==> src/core/rsg_pkg.sv <==
// Purpose: Shared constants and types for the RS-485 send-gate block
// Assumes: 10 MHz module clock, 8-bit characters
// Notes:   All offsets, counts and encodings live here
package rsg_pkg;

   // ------------------------------------------------------------
   // Clock and character framing
   // ------------------------------------------------------------
   localparam int unsigned CLK_PERIOD_NS  = 100;     // Module clock period
   localparam int unsigned DATA_BITS      = 8;       // Data bits per char
   localparam int unsigned CHAR_BITS      = 11;      // Start+8+parity+stop
   localparam int unsigned IDLE_CHARS     = 2;       // Least mark lead-in
   localparam int unsigned IDLE_BITS      = IDLE_CHARS * CHAR_BITS;

   // ------------------------------------------------------------
   // Bit-rate selection
   // ------------------------------------------------------------
   localparam int unsigned RATE_W         = 2;       // Rate select width
   localparam int unsigned NUM_RATES      = 4;       // Supported rates
   localparam int unsigned DIV_W          = 16;      // Divider width
   localparam int unsigned HOLD_W         = 8;       // Hold count width
   // Bit periods in clocks: 9600, 19200, 38400, 115200 baud at 10 MHz
   localparam logic [DIV_W-1:0] BIT_DIV [NUM_RATES] = '{
      16'h0411, 16'h0208, 16'h0104, 16'h0056};
   // Gate-off hold, in bit periods, per rate
   localparam logic [HOLD_W-1:0] HOLD_BITS [NUM_RATES] = '{
      8'h01, 8'h01, 8'h02, 8'h04};

   // ------------------------------------------------------------
   // Head-character selection
   // ------------------------------------------------------------
   localparam logic [7:0] HEAD_ENQ = 8'h05;          // ASCII frame head
   localparam logic [7:0] HEAD_STX = 8'h02;          // Alternate ASCII
   localparam logic [7:0] HEAD_DLE = 8'h10;          // Binary frame head

   // Protocol mode of the receive filter
   typedef enum logic [1:0] {
      RSG_MODE_NONE = 2'b00,                         // No head filtering
      RSG_MODE_PLC  = 2'b01,                         // PLC access frames
      RSG_MODE_USER = 2'b11                          // Registered frame
   } rsg_mode_t;

   // Transmit gate states, Gray coded along the usual path
   typedef enum logic [1:0] {
      RSG_TX_OFF  = 2'b00,                           // Driver high-Z
      RSG_TX_LEAD = 2'b01,                           // Mark lead-in
      RSG_TX_DATA = 2'b11,                           // Sending chars
      RSG_TX_HOLD = 2'b10                            // Gate-off hold
   } rsg_tx_state_t;

endpackage

==> src/core/rsg_buf_if.sv <==
// Purpose: Valid/ready carrier for the two-entry character buffer
// Assumes: One byte per transfer
// Notes:   Used between the top module and its buffer
`timescale 1ns/1ps
`default_nettype none
interface rsg_buf_if;
   logic       valid;                                // Word offered
   logic       ready;                                // Word accepted
   logic [7:0] data;                                 // Character
   modport src (output valid, output data, input ready);
   modport snk (input valid, input data, output ready);
endinterface
`default_nettype wire

==> src/core/rsg_buf.sv <==
// Purpose: Two-entry skid buffer for transmit characters
// Assumes: Single clock, synchronous reset
// Notes:   Full and empty are exact; ready reflects free space
`timescale 1ns/1ps
`default_nettype none
module rsg_buf
   import rsg_pkg::*;
(
   // Clock and reset
   input  wire logic clk_i,
   input  wire logic rst_i,
   // Filling and draining sides
   rsg_buf_if.snk    in_if,
   rsg_buf_if.src    out_if
);

   // ------------------------------------------------------------
   // Storage
   // ------------------------------------------------------------
   logic [7:0] mem_q [2];                            // Two entries
   logic       wr_q;                                 // Write index
   logic       rd_q;                                 // Read index
   logic [1:0] cnt_q;                                // Entries held
   logic       push;                                 // Word stored
   logic       pop;                                  // Word drained

   assign in_if.ready  = (cnt_q != 2'd2);
   assign out_if.valid = (cnt_q != 2'd0);
   assign out_if.data  = mem_q[rd_q];
   assign push = in_if.valid && in_if.ready;
   assign pop  = out_if.valid && out_if.ready;

   // Write the entry at the write index
   always_ff @(posedge clk_i)
   begin
      if (push)
      begin
         mem_q[wr_q] <= in_if.data;
      end
   end

   // Pointers and fill count
   always_ff @(posedge clk_i)
   begin
      if (rst_i)
      begin
         wr_q  <= 1'b0;
         rd_q  <= 1'b0;
         cnt_q <= 2'd0;
      end
      else
      begin
         if (push)
         begin
            wr_q <= ~wr_q;
         end
         if (pop)
         begin
            rd_q <= ~rd_q;
         end
         cnt_q <= cnt_q + {1'b0, push} - {1'b0, pop};
      end
   end

endmodule
`default_nettype wire

==> src/core/rsg_top.sv <==
// Purpose: RS-485 send-gate control with noise-filtering receiver
// Assumes: 8 data bits, even parity, 1 stop bit; inputs synchronous
// Notes:   Driver enable frames each burst with lead-in and hold
`timescale 1ns/1ps
`default_nettype none

// Notes on behaviour
// - Idle bus floats; tolerate noise characters
// - Drop characters with parity or framing error
// - Ignore characters before expected head character
// - PLC access head set by frame format
// - User frame head from registered definition
// - Gate on drives send pair low impedance
// - Gate off leaves send pair high-Z
// - Send two characters of mark first
// - Hold gate after last char, then done
module rsg_top
   import rsg_pkg::*;
(
   // Clock and reset
   input  wire logic       CLK_I,
   input  wire logic       RESET_I,
   // Configuration
   input  wire logic [1:0] RATE_SEL_I,
   input  wire logic [1:0] MODE_I,
   input  wire logic [1:0] PLC_FORMAT_I,
   input  wire logic [7:0] USER_HEAD_I,
   // Transmit character stream
   input  wire logic       TX_VALID_I,
   input  wire logic [7:0] TX_DATA_I,
   output logic            TX_READY_O,
   output logic            TX_DONE_O,
   // Receive character stream
   output logic            RX_VALID_O,
   output logic [7:0]      RX_DATA_O,
   output logic            RX_DROP_O,
   // Line pins
   output logic            SEND_PAIR_O,
   output logic            SEND_PAIR_OE_O,
   input  wire logic       RECEIVE_PAIR_I
);

   // ------------------------------------------------------------
   // Rate selection
   // ------------------------------------------------------------
   logic [DIV_W-1:0]  bit_div;                       // Clocks per bit
   logic [HOLD_W-1:0] hold_bits;                     // Hold length

   assign bit_div   = BIT_DIV[RATE_SEL_I];
   assign hold_bits = HOLD_BITS[RATE_SEL_I];

   // ------------------------------------------------------------
   // Transmit buffer
   // ------------------------------------------------------------
   rsg_buf_if in_bus ();
   rsg_buf_if out_bus ();

   assign in_bus.valid = TX_VALID_I;
   assign in_bus.data  = TX_DATA_I;
   assign TX_READY_O   = in_bus.ready;

   rsg_buf u_buf (
      .clk_i  (CLK_I),
      .rst_i  (RESET_I),
      .in_if  (in_bus),
      .out_if (out_bus)
   );

   // ------------------------------------------------------------
   // Transmit state
   // ------------------------------------------------------------
   rsg_tx_state_t    tx_state_q;                     // Gate state
   logic [DIV_W-1:0] tx_div_q;                       // Bit timer
   logic [4:0]       tx_bits_q;                      // Bits left
   logic [10:0]      tx_shift_q;                     // Frame shifter
   logic             tx_busy_q;                      // Char in flight
   logic             tx_tick;                        // Bit boundary
   logic             tx_load;                        // Take next char
   logic             done_q;                         // Done pulse
   logic             line_q;                         // Driven level

   assign tx_tick = (tx_div_q == '0);
   assign tx_load = (tx_state_q == RSG_TX_DATA) && !tx_busy_q
                    && out_bus.valid && tx_tick;
   assign out_bus.ready = tx_load;

   // Bit timer runs whenever the gate is on
   always_ff @(posedge CLK_I)
   begin
      if (RESET_I || tx_state_q == RSG_TX_OFF || tx_tick)
      begin
         tx_div_q <= bit_div - 16'h0001;
      end
      else
      begin
         tx_div_q <= tx_div_q - 16'h0001;
      end
   end

   // Gate state machine: lead-in, data, hold
   always_ff @(posedge CLK_I)
   begin
      if (RESET_I)
      begin
         tx_state_q <= RSG_TX_OFF;
         tx_bits_q  <= 5'd0;
         done_q     <= 1'b0;
      end
      else
      begin
         done_q <= 1'b0;
         case (tx_state_q)
            RSG_TX_OFF:
            begin
               // Enable only when there is something to send
               if (out_bus.valid)
               begin
                  tx_state_q <= RSG_TX_LEAD;
                  tx_bits_q  <= 5'(IDLE_BITS);
               end
            end
            RSG_TX_LEAD:
            begin
               if (tx_tick)
               begin
                  if (tx_bits_q == 5'd1)
                  begin
                     tx_state_q <= RSG_TX_DATA;
                  end
                  tx_bits_q <= tx_bits_q - 5'd1;
               end
            end
            RSG_TX_DATA:
            begin
               // Last char fully shifted and nothing queued
               if (tx_tick && !tx_busy_q && !out_bus.valid)
               begin
                  tx_state_q <= RSG_TX_HOLD;
                  tx_bits_q  <= hold_bits[4:0];
               end
            end
            RSG_TX_HOLD:
            begin
               if (tx_tick)
               begin
                  if (tx_bits_q <= 5'd1)
                  begin
                     tx_state_q <= RSG_TX_OFF;
                     done_q     <= 1'b1;
                  end
                  tx_bits_q <= tx_bits_q - 5'd1;
               end
            end
            default:
            begin
               tx_state_q <= RSG_TX_OFF;
            end
         endcase
      end
   end

   // Character shifter: start, data LSB first, even parity, stop
   always_ff @(posedge CLK_I)
   begin
      if (RESET_I)
      begin
         tx_shift_q <= 11'h7FF;
         tx_busy_q  <= 1'b0;
         line_q     <= 1'b1;
      end
      else if (tx_load)
      begin
         tx_shift_q <= {1'b1, ^out_bus.data, out_bus.data, 1'b0};
         tx_busy_q  <= 1'b1;
         line_q     <= 1'b1;
      end
      else if (tx_tick && tx_state_q == RSG_TX_DATA && tx_busy_q)
      begin
         // Zeros fill from the top, so the stop bit is the last one set;
         // trailing ones in the data cannot end the character early
         line_q     <= tx_shift_q[0];
         tx_shift_q <= {1'b0, tx_shift_q[10:1]};
         tx_busy_q  <= (tx_shift_q[10:1] != 10'h000);
      end
      else if (tx_state_q != RSG_TX_DATA)
      begin
         line_q <= 1'b1;
      end
   end

   // Driver enable follows the gate state
   assign SEND_PAIR_OE_O = (tx_state_q != RSG_TX_OFF);
   assign SEND_PAIR_O    = line_q;
   assign TX_DONE_O      = done_q;

   // ------------------------------------------------------------
   // Receiver
   // ------------------------------------------------------------
   logic [DIV_W-1:0] rx_div_q;                       // Sample timer
   logic [3:0]       rx_cnt_q;                       // Bit index
   logic             rx_busy_q;                      // In a frame
   logic [9:0]       rx_shift_q;                     // Data,parity,stop
   logic             rx_end;                         // Frame complete
   logic             rx_ok;                          // No errors
   logic             hunt_q;                         // Awaiting head
   logic [7:0]       head_char;                      // Expected head
   logic [7:0]       rx_byte;                        // Received data

   // Expected head by mode and format
   always_comb
   begin
      head_char = HEAD_ENQ;
      if (MODE_I == RSG_MODE_USER)
      begin
         head_char = USER_HEAD_I;
      end
      else if (PLC_FORMAT_I == 2'd1)
      begin
         head_char = HEAD_STX;
      end
      else if (PLC_FORMAT_I == 2'd2)
      begin
         head_char = HEAD_DLE;
      end
   end

   assign rx_end  = rx_busy_q && rx_div_q == '0 && rx_cnt_q == 4'd10;
   // At frame end nine samples are held; the stop bit is still on the pin
   assign rx_byte = rx_shift_q[8:1];
   // Noise on a floating line shows up as bad parity or stop
   assign rx_ok   = RECEIVE_PAIR_I && (^rx_shift_q[9:1] == 1'b0);

   // Bit sampler, mid-bit after a falling start edge
   always_ff @(posedge CLK_I)
   begin
      if (RESET_I)
      begin
         rx_busy_q  <= 1'b0;
         rx_div_q   <= '0;
         rx_cnt_q   <= 4'd0;
         rx_shift_q <= 10'h000;
      end
      else if (!rx_busy_q)
      begin
         if (!RECEIVE_PAIR_I)
         begin
            rx_busy_q <= 1'b1;
            rx_cnt_q  <= 4'd0;
            rx_div_q  <= {1'b0, bit_div[DIV_W-1:1]};
         end
      end
      else if (rx_div_q != '0)
      begin
         rx_div_q <= rx_div_q - 16'h0001;
      end
      else
      begin
         rx_div_q <= bit_div - 16'h0001;
         if (rx_cnt_q == 4'd0 && RECEIVE_PAIR_I)
         begin
            rx_busy_q <= 1'b0;
         end
         else if (rx_cnt_q == 4'd10)
         begin
            rx_busy_q <= 1'b0;
         end
         else
         begin
            rx_cnt_q <= rx_cnt_q + 4'd1;
         end
         if (rx_cnt_q != 4'd0 && rx_cnt_q != 4'd10)
         begin
            rx_shift_q <= {RECEIVE_PAIR_I, rx_shift_q[9:1]};
         end
         else if (rx_cnt_q == 4'd10)
         begin
            rx_shift_q <= {RECEIVE_PAIR_I, rx_shift_q[9:1]};
         end
      end
   end

   // Head filter and delivery
   always_ff @(posedge CLK_I)
   begin
      if (RESET_I)
      begin
         hunt_q     <= 1'b1;
         RX_VALID_O <= 1'b0;
         RX_DROP_O  <= 1'b0;
         RX_DATA_O  <= 8'h00;
      end
      else
      begin
         RX_VALID_O <= 1'b0;
         RX_DROP_O  <= 1'b0;
         if (tx_state_q == RSG_TX_HOLD && done_q == 1'b0
             && MODE_I != RSG_MODE_NONE)
         begin
            hunt_q <= 1'b1;
         end
         if (rx_end)
         begin
            if (!rx_ok)
            begin
               RX_DROP_O <= 1'b1;
            end
            else if (MODE_I != RSG_MODE_NONE && hunt_q
                     && rx_byte != head_char)
            begin
               RX_DROP_O <= 1'b1;
            end
            else
            begin
               hunt_q     <= 1'b0;
               RX_VALID_O <= 1'b1;
               RX_DATA_O  <= rx_byte;
            end
         end
      end
   end

endmodule
`default_nettype wire

==> config.mk <==
export PLATFORM = sky130hd
export DESIGN_NAME = rsg_top
export DESIGN_NICKNAME = d
export VERILOG_FILES = /design/src/core/rsg_pkg.sv /design/src/core/rsg_buf_if.sv /design/src/core/rsg_buf.sv /design/src/core/rsg_top.sv
export SDC_FILE = /design/constraint.sdc
export NUM_CORES = 1
export LEC_CHECK = 0
export BUFFER_PORTS_ARGS = -buffer_cell sky130_fd_sc_hd__buf_4
export CAP_MARGIN = 30
export CORE_ASPECT_RATIO = 0.7
export CORE_MARGIN = 5
export CORE_UTILIZATION = 65
export DETAILED_ROUTE_END_ITERATION = 7
export MAX_ROUTING_LAYER = met4
export PLACE_DENSITY = 0.94
export SLEW_MARGIN = 10
export SYNTH_ARGS = -nofsm -noshare
export SYNTH_HDL_FRONTEND = slang
export SYNTH_SLANG_ARGS = --single-unit
export TNS_END_PERCENT = 20
==> constraint.sdc <==
create_clock -name CLK_I -period 8 [get_ports CLK_I]
set_input_delay 0.4 -clock CLK_I [delete_from_list [all_inputs] [get_ports CLK_I]]
set_output_delay 0.4 -clock CLK_I [all_outputs]
set_load 0.05 [all_outputs]
Word level (Yosys, flattened, before mapping). Memories as Yosys holds them, arrays and structs flattened. A register that Yosys moved wholly into a read port is not among the register bits. Index checks and enable logic that the tools add are counted.

Add/subtract/negate cells: 7. $lt $le $gt $ge: 2. Equal/unequal tests: 23. Muxes and demuxes: 54. Bitwise logic cells: 11. Reductions and logical operators: 47.

Operators by type and width (count): $mux W16 (6); $sub A16 B1 Y16 const B (3); $mux W10 (4); $mux W5 (7); $bmux W16 S2 (1); $logic_not A16 Y1 (2); $mux W1 (21); $mux W4 (5); $ne A2 B2 Y1 const B (10); $logic_and A1 B1 Y1 (18); $bmux W8 S2 (1); $reduce_bool A16 Y1 (1); $pmux W5 S3 (1); $mux W2 (6); $reduce_bool A2 Y1 (6); $not A1 Y1 (10); $reduce_bool A10 Y1 (1); $reduce_and A3 Y1 (3); $reduce_xor A9 Y1 (1); $eq A2 B2 Y1 const B (4); $mux W8 (1); $ne A8 B8 Y1 (1); $pmux W2 S4 (1); $reduce_xor A8 Y1 (1); 21 further kinds (29).

Register bits: 83. RAM bits: 16. Memories: 1.

Memory list: u_buf.mem_q (words 2, width 8, rd ports 1, clocked after Yosys merged registers in 1, wr ports 1, RTL line rsg_buf.sv:20) `logic [7:0] mem_q [2];`.

Longest topological paths before layout. Gate-level depths: netlist (run 1).

Word-level depth: 9. Depth in mapped cells: 14. Depth with buffers taken out: 14.

Cells and area by module. A second synthesis (run 1) with hierarchy kept.

Cell total of the unflattened synthesis: 606. Area total of the unflattened synthesis: 5321.4 sq um.

Modules (own cells, without submodules): rsg_top (instances 1, cells each 557, area each 4508.1 sq um); rsg_buf (instances 1, cells each 49, area each 813.3 sq um).

Worst setup path before layout (run 1). OpenSTA, ideal clock, no wires.

Path kind: reg-to-reg. Start: register tx_div_q[6]. End: register u_buf.cnt_q[1]. Data arrival time: 2.610 ns. Required time: 7.872 ns. Path slack: 5.262 ns. Stages on the path, launching flop included: 14. Buffers on the path: 1. Clock period less this slack: 2.738 ns. Path through: dfxtp_1 > or4_1 > or2_1 > buf_6 > nor2_1 > nand2_1 > or3_1 > inv_1 > ha_1 > inv_1 > ha_1 > xor2_1 > xnor2_1 > nor2_1.

Word-level cells in the longest chain between the ends: 4.

RTL lines: from (decl) (RTL line rsg_top.sv:73) `logic [DIV_W-1:0] tx_div_q;`; from (signal assigned) (RTL line rsg_top.sv:92) `tx_div_q <= bit_div - 16'h0001;`; from (signal assigned) (RTL line rsg_top.sv:96) `tx_div_q <= tx_div_q - 16'h0001;`; $logic_not A16 Y1 (RTL line rsg_top.sv:82) `assign tx_tick = (tx_div_q == '0);`; $logic_and A1 B1 Y1 (RTL line rsg_top.sv:84) `&& out_bus.valid && tx_tick;`; $logic_and A1 B1 Y1 (RTL line rsg_buf.sv:31) `assign pop = out_if.valid && out_if.ready;`; net u_buf.pop (RTL line rsg_buf.sv:25) `logic pop;`; $sub A2 B1 Y2 (RTL line rsg_buf.sv:61) `cnt_q <= cnt_q + {1'b0, push} - {1'b0, pop};`; to (signal assigned) (RTL line rsg_buf.sv:61); to (decl) (RTL line rsg_buf.sv:23) `logic [1:0] cnt_q;`.

The timed path passes the listed nets, and every way through them passes these cells. A chain may end at the register's enable or synchronous reset.

Worst setup path after layout (run 1). Ends and elaborated chain as after synthesis.

==> flow_summary.toml, run 1 <==
[detailed_routing]
drt_iter0_drc = 548
viasPerCell = 6.26
wl_per_cell_um = 16.8
wirelength_mm = 12.5
antenna_left = 0
drt-pass1-iter-count = 6
drc = 0
vias = 4669

[synth]
synth_seq_cells = 99
ys_types = 66
syn_area_um2 = 5320
synth.avg_cell_area_um2 = 8.58
synthCells = 620
yosysWarnings = 0
synth_ff_type = "dfxtp_1"
synth_edf_count = 16
async_flop_share = 0
synth_fp_nets = 669
yosysSeqAreaShare = 0.403

[timing]
layout_min_cycle_time_ns = 3.37
fin_worst_skew_ns = 0.00730
fin_crit_sh = 0.422
rsz0062_at_grt = "no"
finalHoldViolCount = 0
tightest_slew_ns = 0.880
max_freq_ghz = 0.296
finalMaxSlewViolations = 0
finalSetupViolCount = 0
setup_tns_ns = 0
max_slew_margin = 0.409

[critical_path]
critPathRequiredTime_ns = 8.20
arrival_ns = 3.58
r2r_end = "u_buf.cnt_q[1]$_SDFF_PP0_"
critPathLaunchType = "register"
worst_setup_path_end_kind = "register"
r2r_slack_ns = 4.63
worstSetupStartpoint = "tx_div_q[6]$_DFF_P_"
reg2regPathDepth = 12
r2r_start = "tx_div_q[6]$_DFF_P_"
criticalPathCategory = "register to register"
cp_max_fo = 11

[place]
port_buffers = 39
place.gp.congestion = 0.904
hpwl_mm = 8.59

[cts]
cts_tree = "yes"
cts_setup_buffers = 0
clk_latency_ns = 0.35
clock-root-buffer = "clkbuf_16"
cts.htree.levels = 3
clock-sinks = 99
cts_inserted_buffers = 9
hold_buffers = 0
cts_max_path_buffers = 2
ctsResizeCount = 0
clkTransAtPathRegs_ns = 0.07

[worst_hold_path]
hold_depth = 1
hold_class = "primary input to register"
worstHoldStart = "TX_DATA_I[2]"
holdPathEnd = "u_buf.mem_q[0][2]$_DFFE_PP_"

[final_layout]
final_layout_size_suffix_gt1_frac = 0.102
syn_to_final_growth_pct = 11.3
fin_nets = 689
n_antenna_cell = 0

[floorplan]
design.core.area_um2 = 7910
rows = 27
start_util = 0.673
die_h_um = 85.7
ioPinCount = 40
dieWidth_um = 118
die_area_um2 = 10100

[flow_run]
maxCapViolations = 0

[global_route]
grt-ovfl-total = 0
grt.total_usage = 0.255
first_global_vias = 4415
grt_max_degree = 71
grt_pass1_wl_mm = 20.7
antenna_found_initial = 0

[status]
status = "finished, final reports clean"

[power_and_ir_drop]
cellPowerDensity_nw_per_um2 = 235
total_power_uw = 1390
p_leak_uw = 0.00221
ir_drop_v = 0.000202
-- worst max-delay path by stage --
stage	endpoint	slack, ns	cells past startpoint
after global routing	u_buf.cnt_q[1]$_SDFF_PP0_	4.43	12
after global placement	u_buf.cnt_q[1]$_SDFF_PP0_	4.93	12
after CTS	u_buf.cnt_q[1]$_SDFF_PP0_	4.66	12
after floorplan	u_buf.cnt_q[1]$_SDFF_PP0_	5.26	13
after detailed placement	u_buf.cnt_q[1]$_SDFF_PP0_	4.71	12
final	u_buf.cnt_q[1]$_SDFF_PP0_	4.63	12
-- area by class of cell --
type                            instances  area, um2
Multi-Input combinational cell        460       2940
Sequential cell                        99       2140
Inverter                               27        101
Fill cell                             532       1980
Clock inverter                          6       63.8
Clock buffer                           10        229
Timing Repair Buffer                   43        320
Tap cell                              101        126
-- worst max-delay path: stages, from the launching register on --
cell	delay [ns]
dfxtp_1	0.35
or4_1	0.56
or2_1	0.35
nor2_1	0.30
nand2_1	0.30
or3_1	0.42
inv_1	0.08
ha_1	0.22
inv_1	0.06
ha_1	0.16
xor2_1	0.19
xnor2_1	0.15
nor2_1	0.07
-- per-stage QoR --
| stage | cell area [um2] | worst slack, ns | util | hold WS (ns) | cells |
|---|---|---|---|---|---|
| global route | 5920 | 4.43 | 0.749 | 0.215 | 746 |
| floorplan | 5320 | 5.26 | - | 0.408 | 620 |
| detailed placement | 5620 | 4.71 | 0.711 | 0.450 | 728 |
| global placement | 5620 | 4.93 | 0.711 | 0.420 | 728 |
| finish | 5920 | 4.63 | 0.749 | 0.228 | 746 |
| CTS | 5910 | 4.66 | 0.748 | 0.224 | 744 |
-- power by group --
group	switching [uW]	internal, uW
clock network	189	243
registers	34.9	546
logic	235	144
total	459	934
-- state kept, by name (all words and copies together) (netlist names), 2 cells and up, named ones only --
name / flops
tx_div_q: 15
u_buf.mem_q: 16
tx_state_q: 2
RX_DATA_O: 8
tx_bits_q: 5
rx_shift_q: 9
tx_shift_q: 11
rx_div_q: 16
u_buf.cnt_q: 2
rx_cnt_q: 4
-- cell families after synthesis --
group	after synthesis	synth area share
AND/OR/NAND/NOR	236	0.225
flip-flops	99	0.403
adder cells (fa/ha/maj)	23	0.0541
XOR/XNOR	38	0.0651
buffers and inverters	61	0.0451
AO/OA/AOI/OAI	145	0.174
multiplexers	18	0.0341
-- layer usage --
metal  vias up  global-route usage  routed length, um
met1      2160               0.324               5380
met5         -                   -                  0
li1       2247                   -                  -
met4         0              0.0854                222
met2       232               0.397               5810
met3        30              0.0705               1120
-- placed cells by master (no fill, tap or decap), drive strengths merged, types with 4 or more instances in the layout --
cell / count
a21oi: 39
nand2b: 7
a211oi: 8
o21bai: 10
ha: 23
mux2i: 17
clkbuf: 10
o21ai: 35
inv: 28
xor2: 12
nand3: 19
nand4: 5
a21o: 14
nor3b: 6
nand2: 45
buf: 43
or2: 4
dfxtp: 83
edfxtp: 16
nor2b: 7
nor3: 30
nand4b: 9
xnor2: 25
nor2: 73
a31oi: 6
nor4: 9
or3: 7
-- cells in the mapped netlist, types with 2 or more instances --
| library cell | n | share of area |
|---|---|---|
| a211o_1 | 2 | 0.0033 |
| a211oi_1 | 8 | 0.011 |
| a21boi_0 | 3 | 0.0042 |
| a21o_1 | 14 | 0.020 |
| a21oi_1 | 39 | 0.037 |
| a22oi_1 | 2 | 0.0028 |
| a311oi_1 | 2 | 0.0033 |
| a31oi_1 | 6 | 0.0071 |
| and2_1 | 3 | 0.0035 |
| and3_1 | 2 | 0.0024 |
| buf_2 | 3 | 0.0028 |
| clkbuf_1 | 29 | 0.020 |
| dfxtp_1 | 83 | 0.31 |
| edfxtp_1 | 16 | 0.090 |
| ha_1 | 23 | 0.054 |
| inv_1 | 26 | 0.018 |
| mux2i_1 | 17 | 0.032 |
| nand2_1 | 44 | 0.031 |
| nand2b_1 | 7 | 0.0082 |
| nand3_1 | 19 | 0.018 |
| nand3b_1 | 2 | 0.0028 |
| nand4_1 | 5 | 0.0059 |
| nand4b_1 | 9 | 0.015 |
| nor2_1 | 73 | 0.051 |
| nor2b_1 | 7 | 0.0082 |
| nor3_1 | 29 | 0.027 |
| nor3b_1 | 6 | 0.0085 |
| nor4_1 | 9 | 0.011 |
| nor4b_1 | 2 | 0.0033 |
| o211a_1 | 2 | 0.0038 |
| o21a_1 | 2 | 0.0028 |
| o21ai_0 | 34 | 0.032 |
| o21bai_1 | 10 | 0.014 |
| o22ai_1 | 3 | 0.0035 |
| o31ai_1 | 3 | 0.0042 |
| or2_2 | 3 | 0.0035 |
| or3_1 | 7 | 0.0082 |
| or4_1 | 3 | 0.0042 |
| xnor2_1 | 25 | 0.041 |
| xor2_1 | 12 | 0.020 |
No activity file was read; power rests on OpenSTA's default activity.
==> run 2: changes to the inputs <==
- ABC_AREA: default -> 1
- CORE_UTILIZATION: 65 -> 55
- PLACE_DENSITY: 0.94 -> 0.86
- clock period: 8 -> 2.9 ns (I/O delays scaled with it)
==> flow_summary.toml, run 2 <==
[floorplan]
ioPinCount = 40
die_area_um2 = 12500
start_util = 0.557
dieWidth_um = 132
design.core.area_um2 = 10200
die_h_um = 95.2
rows = 31

[status]
status = "finished, final reports clean"

[synth]
ys_types = 42
async_flop_share = 0
synth_fp_nets = 840
yosysSeqAreaShare = 0.375
synth.avg_cell_area_um2 = 7.22
syn_area_um2 = 5710
synth_edf_count = 16
synth_ff_type = "dfxtp_1"
yosysTopAreaCell = "dfxtp_1"
synth_seq_cells = 99
yosysTopAreaCellShare = 0.291
yosysWarnings = 0
synth_most_common_cell = "nand2_1"
synthTopCellsByCount = "207 x nand2_1, 94 x inv_1, 83 x dfxtp_1"
synthCells = 791
synth_area_leaders = "dfxtp_1 29%, nand2_1 14%, edfxtp_1 8.4%"

[detailed_routing]
viasPerCell = 5.36
drt-pass1-iter-count = 5
wl_per_cell_um = 13.6
drt_iter0_drc = 490
drc = 0
vias = 5204
wirelength_mm = 13.2
antenna_left = 0

[timing]
finalHoldViolCount = 0
max_slew_margin = 0.516
fin_worst_skew_ns = 0.00999
tightest_slew_ns = 0.724
setup_tns_ns = 0
max_freq_ghz = 0.438
finalMaxSlewViolations = 0
rsz0062_at_grt = "no"
worst_slack_ns = 0.617
whs_ns = 0.161
layout_min_cycle_time_ns = 2.28
finalSetupViolCount = 0
fin_crit_sh = 0.787

[power_and_ir_drop]
power_frac_comb = 0.336
ir_drop_v = 0.000679
intPower_uw = 2820
sw_frac_of_total = 0.369
power_frac_seq = 0.376
p_leak_uw = 0.00301
power_frac_clock = 0.288
cellPowerDensity_nw_per_um2 = 689
switchingPower_uw = 1650

[global_route]
grt-ovfl-total = 0
antenna_found_initial = 0
grt_pass1_wl_mm = 22.2
grt_max_degree = 45
first_global_vias = 4765
grt.total_usage = 0.220

[flow_run]
maxCapViolations = 0

[place]
hpwl_mm = 9.09
dp_worst_setup_slack_ns = 0.660
place.gp.congestion = 0.945
port_buffers = 39

[final_layout]
syn_to_final_growth_pct = 13.5
final_cell_mix = "207 x nand2_1, 94 x inv_1, 83 x dfxtp_1"
top_regs = "rx_div_q x16, u_buf.mem_q x16, tx_div_q x15"
final_layout_size_suffix_gt1_frac = 0.135
final_common_cell = "nand2_1"
n_antenna_cell = 0
fin_nets = 883

[cts]
clock-root-buffer = "clkbuf_16"
cts.htree.levels = 3
cts_inserted_buffers = 9
cts_setup_buffers = 0
clkTransAtPathRegs_ns = 0.07
clock-sinks = 99
cts_tree = "yes"
cts_max_path_buffers = 2
hold_buffers = 8
ctsResizeCount = 0
clk_latency_ns = 0.35

[critical_path]
reg2regPathDepth = 14
criticalPathCategory = "register to register"
worst_setup_path_end_kind = "register"
critPathRequiredTime_ns = 3.18
r2r_slack_ns = 0.62
cp_max_fo = 4
arrival_ns = 2.57
critPathLaunchType = "register"
r2r_end = "u_buf.cnt_q[1]$_SDFF_PP0_"
r2r_start = "tx_div_q[0]$_DFF_P_"

[worst_hold_path]
worstHoldStart = "RESET_I"
holdPathEnd = "rx_div_q[14]$_SDFFE_PP0P_"
hold_class = "primary input to register"
hold_depth = 2
run 2: how the worst max path moves through the flow:
| stage | startpoint | to | slack [ns] | depth (start not counted) |
|---|---|---|---|---|
| global placement | tx_div_q[0]$_DFF_P_ | u_buf.cnt_q[1]$_SDFF_PP0_ | 0.72 | 14 |
| floorplan | tx_div_q[0]$_DFF_P_ | u_buf.cnt_q[1]$_SDFF_PP0_ | 0.87 | 14 |
| CTS | tx_div_q[0]$_DFF_P_ | u_buf.cnt_q[1]$_SDFF_PP0_ | 0.63 | 14 |
| global route | tx_div_q[0]$_DFF_P_ | u_buf.cnt_q[1]$_SDFF_PP0_ | 0.37 | 14 |
| detailed placement | tx_div_q[0]$_DFF_P_ | u_buf.cnt_q[1]$_SDFF_PP0_ | 0.66 | 14 |
| finish | tx_div_q[0]$_DFF_P_ | u_buf.cnt_q[1]$_SDFF_PP0_ | 0.62 | 14 |
run 2: layout make-up:
cell class,instances,area (um2)
clock inverters,6,88.8
multi-input cells,573,3080
repair buffers,49,388
fillers,879,3760
clock buffers,10,229
flip-flops and latches,99,2140
inverters,102,383
well taps,132,165
run 2: worst max-delay path, cell delays in order (launching register included):
cell     delay (ns)
dfxtp_1        0.33
inv_1          0.10
ha_1           0.17
nand3_1        0.08
nor2_1         0.20
nand2_1        0.13
nor2_4         0.14
nand2_2        0.09
nor2_4         0.11
ha_1           0.24
inv_1          0.06
ha_1           0.15
xor2_1         0.18
o21ai_0        0.10
a21oi_1        0.13
run 2: per-stage QoR:
step	area [um2]	total power (uW)	utilization	std cells
after floorplan	5710	2830	-	791
after global placement	6080	3100	0.594	947
after detailed placement	6080	3130	0.594	947
after CTS	6480	4440	0.632	971
after global routing	6480	4750	0.632	971
final	6480	4460	0.632	971
run 2: cell families after synthesis:
family	after synthesis	synth area share
adder cells (fa/ha/maj)	23	0.0504
AO/OA/AOI/OAI	110	0.106
buffers and inverters	119	0.0851
flip-flops	99	0.375
AND/OR/NAND/NOR	412	0.340
XOR/XNOR	28	0.0430
run 2: power groups by stage:
stage / Sequential (uW) / Clock (uW) / Combinational [uW]
after floorplan: 1670 / 0 / 1150
after global placement: 1700 / 0 / 1410
after detailed placement: 1700 / 0 / 1430
after CTS: 1680 / 1300 / 1470
after global routing: 1700 / 1370 / 1680
final: 1680 / 1280 / 1500
run 2: metal layers:
metal | GRT usage | share of wire
met1 | 0.290 | 0.47
met2 | 0.345 | 0.46
met3 | 0.0596 | 0.069
met4 | 0.0454 | 0.0062
met5 | - | 0
